**src/logic/buf_irq_pkg.sv**
```systemverilog
// Constants for the buffer and interrupt register bank
// What this block does
// - Control bit 7 picks capacity: 1 gives 255 bytes, 0 gives 512 bytes.
// - Near-full bit 6 reads 1 when capacity minus count is at most the warning level.
// - Near-empty bit 5 reads 1 when count is at most the warning level.
// - Writing 1 to bit 4 empties the buffer; the bit always reads 0.
// - Control bit 2 is warning level bit 8, used only in 512-byte mode.
// - Control bits 1..0 show count bits 9..8, meaningful only in 512-byte mode.
// - Count resets to zero, rises per port write, falls per port read.
// - Data port accesses leave the interface address pointer unchanged.
// - Request writes: bit 7 picks set or clear, ones select flags.
// - In request register b only bits 5..0 are host writable.
// - Near-full and near-empty requests latch on the alert and stay set.
// - Command-done request sets on self-ending commands, not on host idle.
// - Transmit-done request sets when the last bit has been sent.
// - Receive-done request sets at end of stream, correct or not.
// - Frame-start request sets on a start symbol or subcarrier.
// - Error request sets when any of five error flags becomes set.
// - Timer requests bits 4..0 set on the matching timer underflow.
// - Card-detect request bit 5 sets when low-power detection finds a card.
// - Any-enabled request sets when an enabled flag is set.
// - Pin follows any-enabled request only when enabled; enable a bit 7 inverts.
// - Enable b bit 7 picks push-pull when 1, open-drain when 0.
// - Writes to a full buffer are dropped and flag an overflow error.
package buf_irq_pkg;
   localparam logic [7:0]  OFS_CONTROL   = 8'h02;
   localparam logic [7:0]  OFS_WARNING   = 8'h03;
   localparam logic [7:0]  OFS_COUNT     = 8'h04;
   localparam logic [7:0]  OFS_PORT      = 8'h05;
   localparam logic [7:0]  OFS_REQ_A     = 8'h06;
   localparam logic [7:0]  OFS_REQ_B     = 8'h07;
   localparam logic [7:0]  OFS_EN_A      = 8'h08;
   localparam logic [7:0]  OFS_EN_B      = 8'h09;
   localparam int          BIT_CAPACITY  = 7;
   localparam int          BIT_NEAR_FULL = 6;
   localparam int          BIT_NEAR_EMP  = 5;
   localparam int          BIT_CLEAR     = 4;
   localparam int          BIT_WL_MSB    = 2;
   localparam int          BIT_SET       = 7;
   localparam int          BIT_ANY       = 6;
   localparam int          BIT_PIN_EN    = 6;
   localparam int          BIT_DRIVE     = 7;
   localparam int          BIT_INVERT    = 7;
   localparam logic [9:0]  CAP_SMALL     = 10'h0ff;
   localparam logic [9:0]  CAP_LARGE     = 10'h200;
   localparam int          DEPTH         = 512;
   localparam logic [7:0]  RST_CONTROL   = 8'h00;
   localparam logic [7:0]  RST_WARNING   = 8'h00;
   localparam logic [7:0]  RST_REQ       = 8'h00;
   localparam logic [7:0]  RST_EN        = 8'h00;
   localparam logic [1:0]  RESP_OKAY     = 2'b00;
   localparam logic [1:0]  RESP_SLVERR   = 2'b10;
endpackage : buf_irq_pkg

```
**src/logic/buf_irq_regs.sv**
```systemverilog
// Buffer and interrupt register bank behind an AXI4-Lite slave
module buf_irq_regs
   import buf_irq_pkg::*;
(
   input  wire logic        aclk,
   input  wire logic        aresetn,
   input  wire logic [31:0] s_axi_awaddr,
   input  wire logic        s_axi_awvalid,
   output logic             s_axi_awready,
   input  wire logic [31:0] s_axi_wdata,
   input  wire logic [3:0]  s_axi_wstrb,
   input  wire logic        s_axi_wvalid,
   output logic             s_axi_wready,
   output logic [1:0]       s_axi_bresp,
   output logic             s_axi_bvalid,
   input  wire logic        s_axi_bready,
   input  wire logic [31:0] s_axi_araddr,
   input  wire logic        s_axi_arvalid,
   output logic             s_axi_arready,
   output logic [31:0]      s_axi_rdata,
   output logic [1:0]       s_axi_rresp,
   output logic             s_axi_rvalid,
   input  wire logic        s_axi_rready,
   input  wire logic        cmd_self_end,
   input  wire logic        tx_last_bit,
   input  wire logic        rx_end,
   input  wire logic        rx_frame_start,
   input  wire logic [4:0]  error_flags,
   input  wire logic [4:0]  timer_underflow,
   input  wire logic        card_detect,
   output logic             overflow_error,
   output logic             irq_out,
   output logic             irq_oe
);

   // ********************
   // Bus handshake
   // ********************
   logic [7:0]  aw_idx;
   logic [7:0]  wbyte;
   logic        aw_held;
   logic        w_held;
   logic        wr_fire;
   logic [7:0]  ar_idx;
   logic        rd_fire;
   logic        aw_ok;
   logic        ar_ok;

   assign aw_ok   = s_axi_awaddr[1:0] == 2'b00 && s_axi_awaddr[31:10] == 22'h0;
   assign ar_ok   = s_axi_araddr[1:0] == 2'b00 && s_axi_araddr[31:10] == 22'h0;
   assign wr_fire = aw_held && w_held && !s_axi_bvalid;
   assign rd_fire = s_axi_arvalid && s_axi_arready;

   logic aw_bad;
   always_ff @(posedge aclk) begin
      if (!aresetn) begin
         s_axi_awready <= 1'b0;
         aw_held       <= 1'b0;
         aw_idx        <= 8'h00;
         aw_bad        <= 1'b0;
      end else if (wr_fire) begin
         aw_held       <= 1'b0;
      end else if (s_axi_awvalid && s_axi_awready) begin
         s_axi_awready <= 1'b0;
         aw_held       <= 1'b1;
         aw_idx        <= s_axi_awaddr[9:2];
         aw_bad        <= !aw_ok;
      end else if (!aw_held && !s_axi_bvalid) begin
         s_axi_awready <= 1'b1;
      end
   end

   logic w_lane;
   always_ff @(posedge aclk) begin
      if (!aresetn) begin
         s_axi_wready <= 1'b0;
         w_held       <= 1'b0;
         wbyte        <= 8'h00;
         w_lane       <= 1'b0;
      end else if (wr_fire) begin
         w_held       <= 1'b0;
      end else if (s_axi_wvalid && s_axi_wready) begin
         s_axi_wready <= 1'b0;
         w_held       <= 1'b1;
         wbyte        <= s_axi_wdata[7:0];
         w_lane       <= s_axi_wstrb[0];
      end else if (!w_held && !s_axi_bvalid) begin
         s_axi_wready <= 1'b1;
      end
   end

   logic hit;
   assign hit = !aw_bad && aw_idx >= OFS_CONTROL && aw_idx <= OFS_EN_B;

   always_ff @(posedge aclk) begin
      if (!aresetn) begin
         s_axi_bvalid <= 1'b0;
         s_axi_bresp  <= RESP_OKAY;
      end else if (wr_fire) begin
         s_axi_bvalid <= 1'b1;
         s_axi_bresp  <= hit ? RESP_OKAY : RESP_SLVERR;
      end else if (s_axi_bready) begin
         s_axi_bvalid <= 1'b0;
      end
   end

   // Byte lane 0 carries the register; other lanes are ignored
   logic wr_do;
   assign wr_do = wr_fire && hit && w_lane;

   // ********************
   // Registers
   // ********************
   logic        cap_small;
   logic        wl_msb;
   logic [7:0]  warning;
   logic [7:0]  en_a;
   logic [7:0]  en_b;
   logic [9:0]  count;
   logic [9:0]  capacity;
   logic [8:0]  level;
   logic        near_full;
   logic        near_empty;
   logic        port_wr;
   logic        port_rd;
   logic        clear_buf;
   logic        full;

   always_ff @(posedge aclk) begin
      if (!aresetn) begin
         cap_small <= RST_CONTROL[BIT_CAPACITY];
         wl_msb    <= RST_CONTROL[BIT_WL_MSB];
      end else if (wr_do && aw_idx == OFS_CONTROL) begin
         cap_small <= wbyte[BIT_CAPACITY];
         wl_msb    <= wbyte[BIT_WL_MSB];
      end
   end

   always_ff @(posedge aclk) begin
      if (!aresetn) begin
         warning <= RST_WARNING;
         en_a    <= RST_EN;
         en_b    <= RST_EN;
      end else if (wr_do) begin
         if (aw_idx == OFS_WARNING) warning <= wbyte;
         if (aw_idx == OFS_EN_A) en_a <= wbyte;
         if (aw_idx == OFS_EN_B) en_b <= wbyte;
      end
   end

   assign capacity   = cap_small ? CAP_SMALL : CAP_LARGE;
   assign level      = {cap_small ? 1'b0 : wl_msb, warning};
   assign near_full  = (capacity - count) <= {1'b0, level};
   assign near_empty = count <= {1'b0, level};
   assign full       = count >= capacity;
   assign clear_buf  = wr_do && aw_idx == OFS_CONTROL && wbyte[BIT_CLEAR];
   assign port_wr    = wr_do && aw_idx == OFS_PORT;
   assign port_rd    = rd_fire && ar_ok && s_axi_araddr[9:2] == OFS_PORT && count != 10'h0;

   // ********************
   // Storage, pointers carry no address increment on the data port
   // ********************
   logic [7:0] mem [DEPTH];
   logic [8:0] wr_ptr;
   logic [8:0] rd_ptr;

   always_ff @(posedge aclk) begin
      if (port_wr && !full) mem[wr_ptr] <= wbyte;
   end

   always_ff @(posedge aclk) begin
      if (!aresetn || clear_buf) begin
         wr_ptr <= 9'h000;
         rd_ptr <= 9'h000;
         count  <= 10'h000;
      end else begin
         if (port_wr && !full) wr_ptr <= wr_ptr + 9'h001;
         if (port_rd) rd_ptr <= rd_ptr + 9'h001;
         case ({port_wr && !full, port_rd})
            2'b10:   count <= count + 10'h001;
            2'b01:   count <= count - 10'h001;
            default: count <= count;
         endcase
      end
   end

   always_ff @(posedge aclk) begin
      if (!aresetn || clear_buf) overflow_error <= 1'b0;
      else if (port_wr && full) overflow_error <= 1'b1;
   end

   // ********************
   // Request flags: hardware set wins over host clear
   // ********************
   logic [6:0] req_a;
   logic [5:0] req_b;
   logic [6:0] hw_a;
   logic [5:0] hw_b;
   logic [4:0] err_q;
   logic       nf_q;
   logic       ne_q;
   logic       any_req;

   always_ff @(posedge aclk) begin
      if (!aresetn) begin
         err_q <= 5'h00;
         nf_q  <= 1'b0;
         ne_q  <= 1'b0;
      end else begin
         err_q <= error_flags;
         nf_q  <= near_full;
         ne_q  <= near_empty;
      end
   end

   assign hw_a = {near_full && !nf_q,
                  near_empty && !ne_q,
                  cmd_self_end,
                  tx_last_bit,
                  rx_end,
                  |(error_flags & ~err_q),
                  rx_frame_start};
   assign hw_b = {card_detect, timer_underflow};

   always_ff @(posedge aclk) begin
      if (!aresetn) begin
         req_a <= RST_REQ[6:0];
      end else begin
         if (wr_do && aw_idx == OFS_REQ_A)
            req_a <= (wbyte[BIT_SET] ? (req_a | wbyte[6:0]) : (req_a & ~wbyte[6:0])) | hw_a;
         else
            req_a <= req_a | hw_a;
      end
   end

   always_ff @(posedge aclk) begin
      if (!aresetn) begin
         req_b <= RST_REQ[5:0];
      end else begin
         if (wr_do && aw_idx == OFS_REQ_B)
            req_b <= (wbyte[BIT_SET] ? (req_b | wbyte[5:0]) : (req_b & ~wbyte[5:0])) | hw_b;
         else
            req_b <= req_b | hw_b;
      end
   end

   assign any_req = |(req_a & en_a[6:0]) || |(req_b & en_b[5:0]);

   // ********************
   // Interrupt pin
   // ********************
   logic pin_level;
   assign pin_level = (en_b[BIT_PIN_EN] && any_req) ^ en_a[BIT_INVERT];

   always_ff @(posedge aclk) begin
      if (!aresetn) begin
         irq_out <= 1'b0;
         irq_oe  <= 1'b0;
      end else begin
         irq_out <= pin_level;
         irq_oe  <= en_b[BIT_DRIVE] ? 1'b1 : !pin_level;
      end
   end

   // ********************
   // Read path
   // ********************
   logic [7:0] rbyte;
   always_comb begin
      rbyte = 8'h00;
      case (s_axi_araddr[9:2])
         OFS_CONTROL: rbyte = {cap_small, near_full, near_empty, 1'b0, 1'b0,
                               wl_msb, count[9:8]};
         OFS_WARNING: rbyte = warning;
         OFS_COUNT:   rbyte = count[7:0];
         OFS_PORT:    rbyte = mem[rd_ptr];
         OFS_REQ_A:   rbyte = {1'b0, req_a};
         OFS_REQ_B:   rbyte = {1'b0, any_req, req_b};
         OFS_EN_A:    rbyte = en_a;
         OFS_EN_B:    rbyte = en_b;
         default:     rbyte = 8'h00;
      endcase
   end

   logic rd_hit;
   assign rd_hit = ar_ok && s_axi_araddr[9:2] >= OFS_CONTROL && s_axi_araddr[9:2] <= OFS_EN_B;

   always_ff @(posedge aclk) begin
      if (!aresetn) begin
         s_axi_arready <= 1'b0;
         s_axi_rvalid  <= 1'b0;
         s_axi_rdata   <= 32'h0000_0000;
         s_axi_rresp   <= RESP_OKAY;
      end else if (rd_fire) begin
         s_axi_arready <= 1'b0;
         s_axi_rvalid  <= 1'b1;
         s_axi_rdata   <= {24'h00_0000, rd_hit ? rbyte : 8'h00};
         s_axi_rresp   <= rd_hit ? RESP_OKAY : RESP_SLVERR;
      end else if (s_axi_rvalid) begin
         if (s_axi_rready) s_axi_rvalid <= 1'b0;
      end else begin
         s_axi_arready <= 1'b1;
      end
   end
endmodule : buf_irq_regs

```
**config.mk**
```make
export PLATFORM = sky130hd
export DESIGN_NAME = buf_irq_regs
export DESIGN_NICKNAME = d
export VERILOG_FILES = /design/src/logic/buf_irq_pkg.sv /design/src/logic/buf_irq_regs.sv
export SDC_FILE = /design/constraint.sdc
export NUM_CORES = 2
export LEC_CHECK = 0
export ABC_CLOCK_PERIOD_IN_PS = 13310
export BUFFER_PORTS_ARGS = -buffer_cell sky130_fd_sc_hd__buf_2
export CELL_PAD_IN_SITES_DETAIL_PLACEMENT = 0
export CELL_PAD_IN_SITES_GLOBAL_PLACEMENT = 2
export CORE_ASPECT_RATIO = 1.25
export CORE_MARGIN = 3
export CORE_UTILIZATION = 30
export CTS_CLUSTER_DIAMETER = 30
export DETAILED_ROUTE_END_ITERATION = 10
export GPL_ROUTABILITY_DRIVEN = 0
export PLACE_DENSITY = 0.6
export SKIP_LAST_GASP = 1
export SYNTH_ARGS = -nofsm -noshare
export SYNTH_HDL_FRONTEND = slang
export SYNTH_SLANG_ARGS = --single-unit
```
**constraint.sdc**
```tcl
create_clock -name aclk -period 13.31 [get_ports aclk]
set_input_delay 0 -clock aclk [delete_from_list [all_inputs] [get_ports aclk]]
set_output_delay 0 -clock aclk [all_outputs]
set_load 0.03 [all_outputs]
```
==> out/qor.yml <==
status:
  outcome: "finished, final reports clean"
sta:
  setup_viol: 0
  worstMarginPinSlew_ns: 1.28
  setup_slack_ns: 6.96
  rsz0062_at_grt: "false"
  skew_ns: 0.0846
  drv_slew: 0
  clock.fmax_ghz: 0.157
  hold_viol_final: 0
  post-route-period-util_pct: 47.7
  layout_min_cycle_time_ns: 6.35
  slew_headroom_pct: 14.3
  fin_tns_setup_ns: 0
  hold_slack_ns: 0.114
layout:
  nets: 8827
  layout_commonest_cell: "edfxtp_1"
  area_growth_pct: 18.8
  drive_gt1_share_pct: 25.5
  final_cell_mix: "edfxtp_1, mux4_2, clkbuf_16"
  final_cells: 16400
  final_area_mm2: 0.196
placement:
  hpwl_um: 306000
  placed_cell_area_mm2: 0.174
  dp.cells: 15100
  numPortBuffers: 112
  dpl_worst_slack_ns: 7.22
floorplan:
  die_area_mm2: 0.559
  die_x_um: 669
  die-height_um: 835
  rows: 303
  initial_utilization_pct: 30.2
  core_mm2: 0.546
  ios: 166
worst_setup_path:
  reg2reg_depth: 12
  cp.arrival_ns: 7.26
  cp_max_fo: 83
  start_kind: "flop"
  r2r_end: "s_axi_rdata[6]$_SDFFE_PN0P_"
  path_class: "reg2reg"
  reg2reg_slack_ns: 6.96
  cp-end-kind: "flop"
  crit_required_ns: 14.22
cts:
  cts_tree: "yes"
  clk_pin_slew_ns: 0.05
  cts_resized: 0
  cts-htree-levels: 6
  cts_sinks: 4217
  cts_made_buffers: 607
  clock_latency_ns: 1.09
  cts_root_buf: "clkbuf_16"
  hold_buffers: 141
  cts_setup_buffers: 0
  clock_path_buffers: 4
grt:
  grtUsageTotal_pct: 17.5
  antenna_found_initial: 30
  grt_overflow: 0
  grtUsageMet2_pct: 30.7
  grt_busiest_layer: "met2"
  grt_use_met3_pct: 2.60
  grt_use_met1_pct: 21.7
  grt_first_pass_wirelength_um: 693000
  grt_pass1_vias: 87700
  grt_max_degree: 182
worst_hold_path:
  worstHoldStart: "s_axi_awvalid"
  whs_endpoint: "aw_idx[1]$_SDFFE_PN0P_"
  hp-class: "in2reg"
  whs_path_depth: 5
power:
  irDropWorstVdd_uv: 141
  p_leak_uw: 0.0567
  power_density_mw_per_mm2: 159
routing:
  first_pass_iters: 6
  wl_um: 499000
  num_vias: 84600
  ant_nets: 0
  drcViolationCount: 0
  detail_route.vias_per_cell: 5.17
  wire_per_inst_um: 30.5
  drt_iter0_drc: 8649
synthesis:
  synth_ff_type: "edfxtp_1"
  ys_async_sr_fraction_pct: 0
  yosys_warnings: 0
  avgSynthCellArea_um2: 20.4
  synth-seq-cells: 4217
  seq_area_frac_synth_pct: 76.1
  netlist_instances: 8101
  syn_area_mm2: 0.165
  synth_edf_count: 4096
  synth_cell_type_count: 85
run:
  maxCapViolCount: 0
critical path, cell delays in order (launching register included):
cell           delay [ns]
dfxtp_4              0.80
buf_12               0.56
buf_4                0.58
buf_12               0.54
mux2_2               0.42
o22ai_1              0.42
nor3_1               0.14
o21ai_1              0.54
a41oi_1              0.43
o211a_1              0.34
o211a_1              0.27
a311o_1              0.32
dlygate4sd3_1        0.55
report_power, final:
group	leakage (µW)	switching, µW	internal, µW	total, µW
registers	0.0355	32.4	14600	14600
clock network	0.0100	6230	10100	16300
logic	0.0111	231	55.2	286
total	0.0567	6490	24700	31200
cell type report:
type,instances,area [µm²]
clock buffers,683,16000
diodes,15,37.5
multi-input cells,3325,36500
repair buffers,477,3840
well taps,7167,8970
clock inverters,436,4800
flip-flops and latches,4217,125000
fillers,50200,350000
inverters,41,156
cells by family after synthesis:
family          share of synthesized area, %
buf+inv                                 1.94
mux                                     14.6
flops                                   76.1
fa+ha+maj                              0.278
compound gates                          3.93
simple gates                            3.03
other cells                          0.00227
xor+xnor                               0.138
registers in the layout, indices dropped and copies added, names as in the netlist, 5 cells and up, named ones only:
register / count
aw_idx: 8
count: 10
en_a: 8
en_b: 8
err_q: 5
mem: 4096
rd_ptr: 9
req_a: 7
req_b: 6
s_axi_rdata: 8
warning: 8
wbyte: 8
wr_ptr: 9
worst max path at each step:
stage / to / slack [ns] / cells after the start / start
3_3_place_gp: s_axi_rdata[2]$_SDFFE_PN0P_ / 7.27 / 11 / flop
4_1_cts: s_axi_rdata[6]$_SDFFE_PN0P_ / 6.89 / 12 / flop
5_1_grt: s_axi_rdata[6]$_SDFFE_PN0P_ / 6.80 / 11 / flop
3_5_place_dp: s_axi_rdata[2]$_SDFFE_PN0P_ / 7.22 / 11 / flop
2_1_floorplan: mem[0][0]$_DFFE_PP_ / 5.17 / 0 / wbyte[0]$_SDFFE_PN0P_
6_report: s_axi_rdata[6]$_SDFFE_PN0P_ / 6.96 / 12 / flop
Yosys cell counts (all sizes together), types with 19 or more instances:
master | instances | area (µm²)
nor2b | 30 | 188
a221oi | 122 | 1080
nor4 | 27 | 175
mux2i | 227 | 2270
a22oi | 208 | 1560
nand2 | 204 | 766
a22o | 105 | 920
nor2 | 622 | 2330
dfxtp | 121 | 2420
inv | 41 | 154
edfxtp | 4096 | 123000
buf | 293 | 2100
mux4 | 953 | 21600
o21ai | 66 | 330
nor3 | 55 | 275
ha | 35 | 438
mux2 | 19 | 214
a21oi | 160 | 801
o22ai | 87 | 544
clkbuf | 250 | 942
nand3 | 63 | 315
nand4 | 37 | 231
metal layers:
layer	wire length (µm)	vias to the layer above
met4	21300	4
met1	193000	45600
met3	30200	787
met2	255000	3149
li1	-	35000
met5	27	-
through the flow:
stage          total power, µW  utilization, %
6_report                 31200            35.9
5_1_grt                  32100            35.9
4_1_cts                  31500            35.9
3_5_place_dp             15100            31.8
3_3_place_gp             15100            31.8
2_1_floorplan            15100               -
No activity file was read; power rests on OpenSTA's default activity.
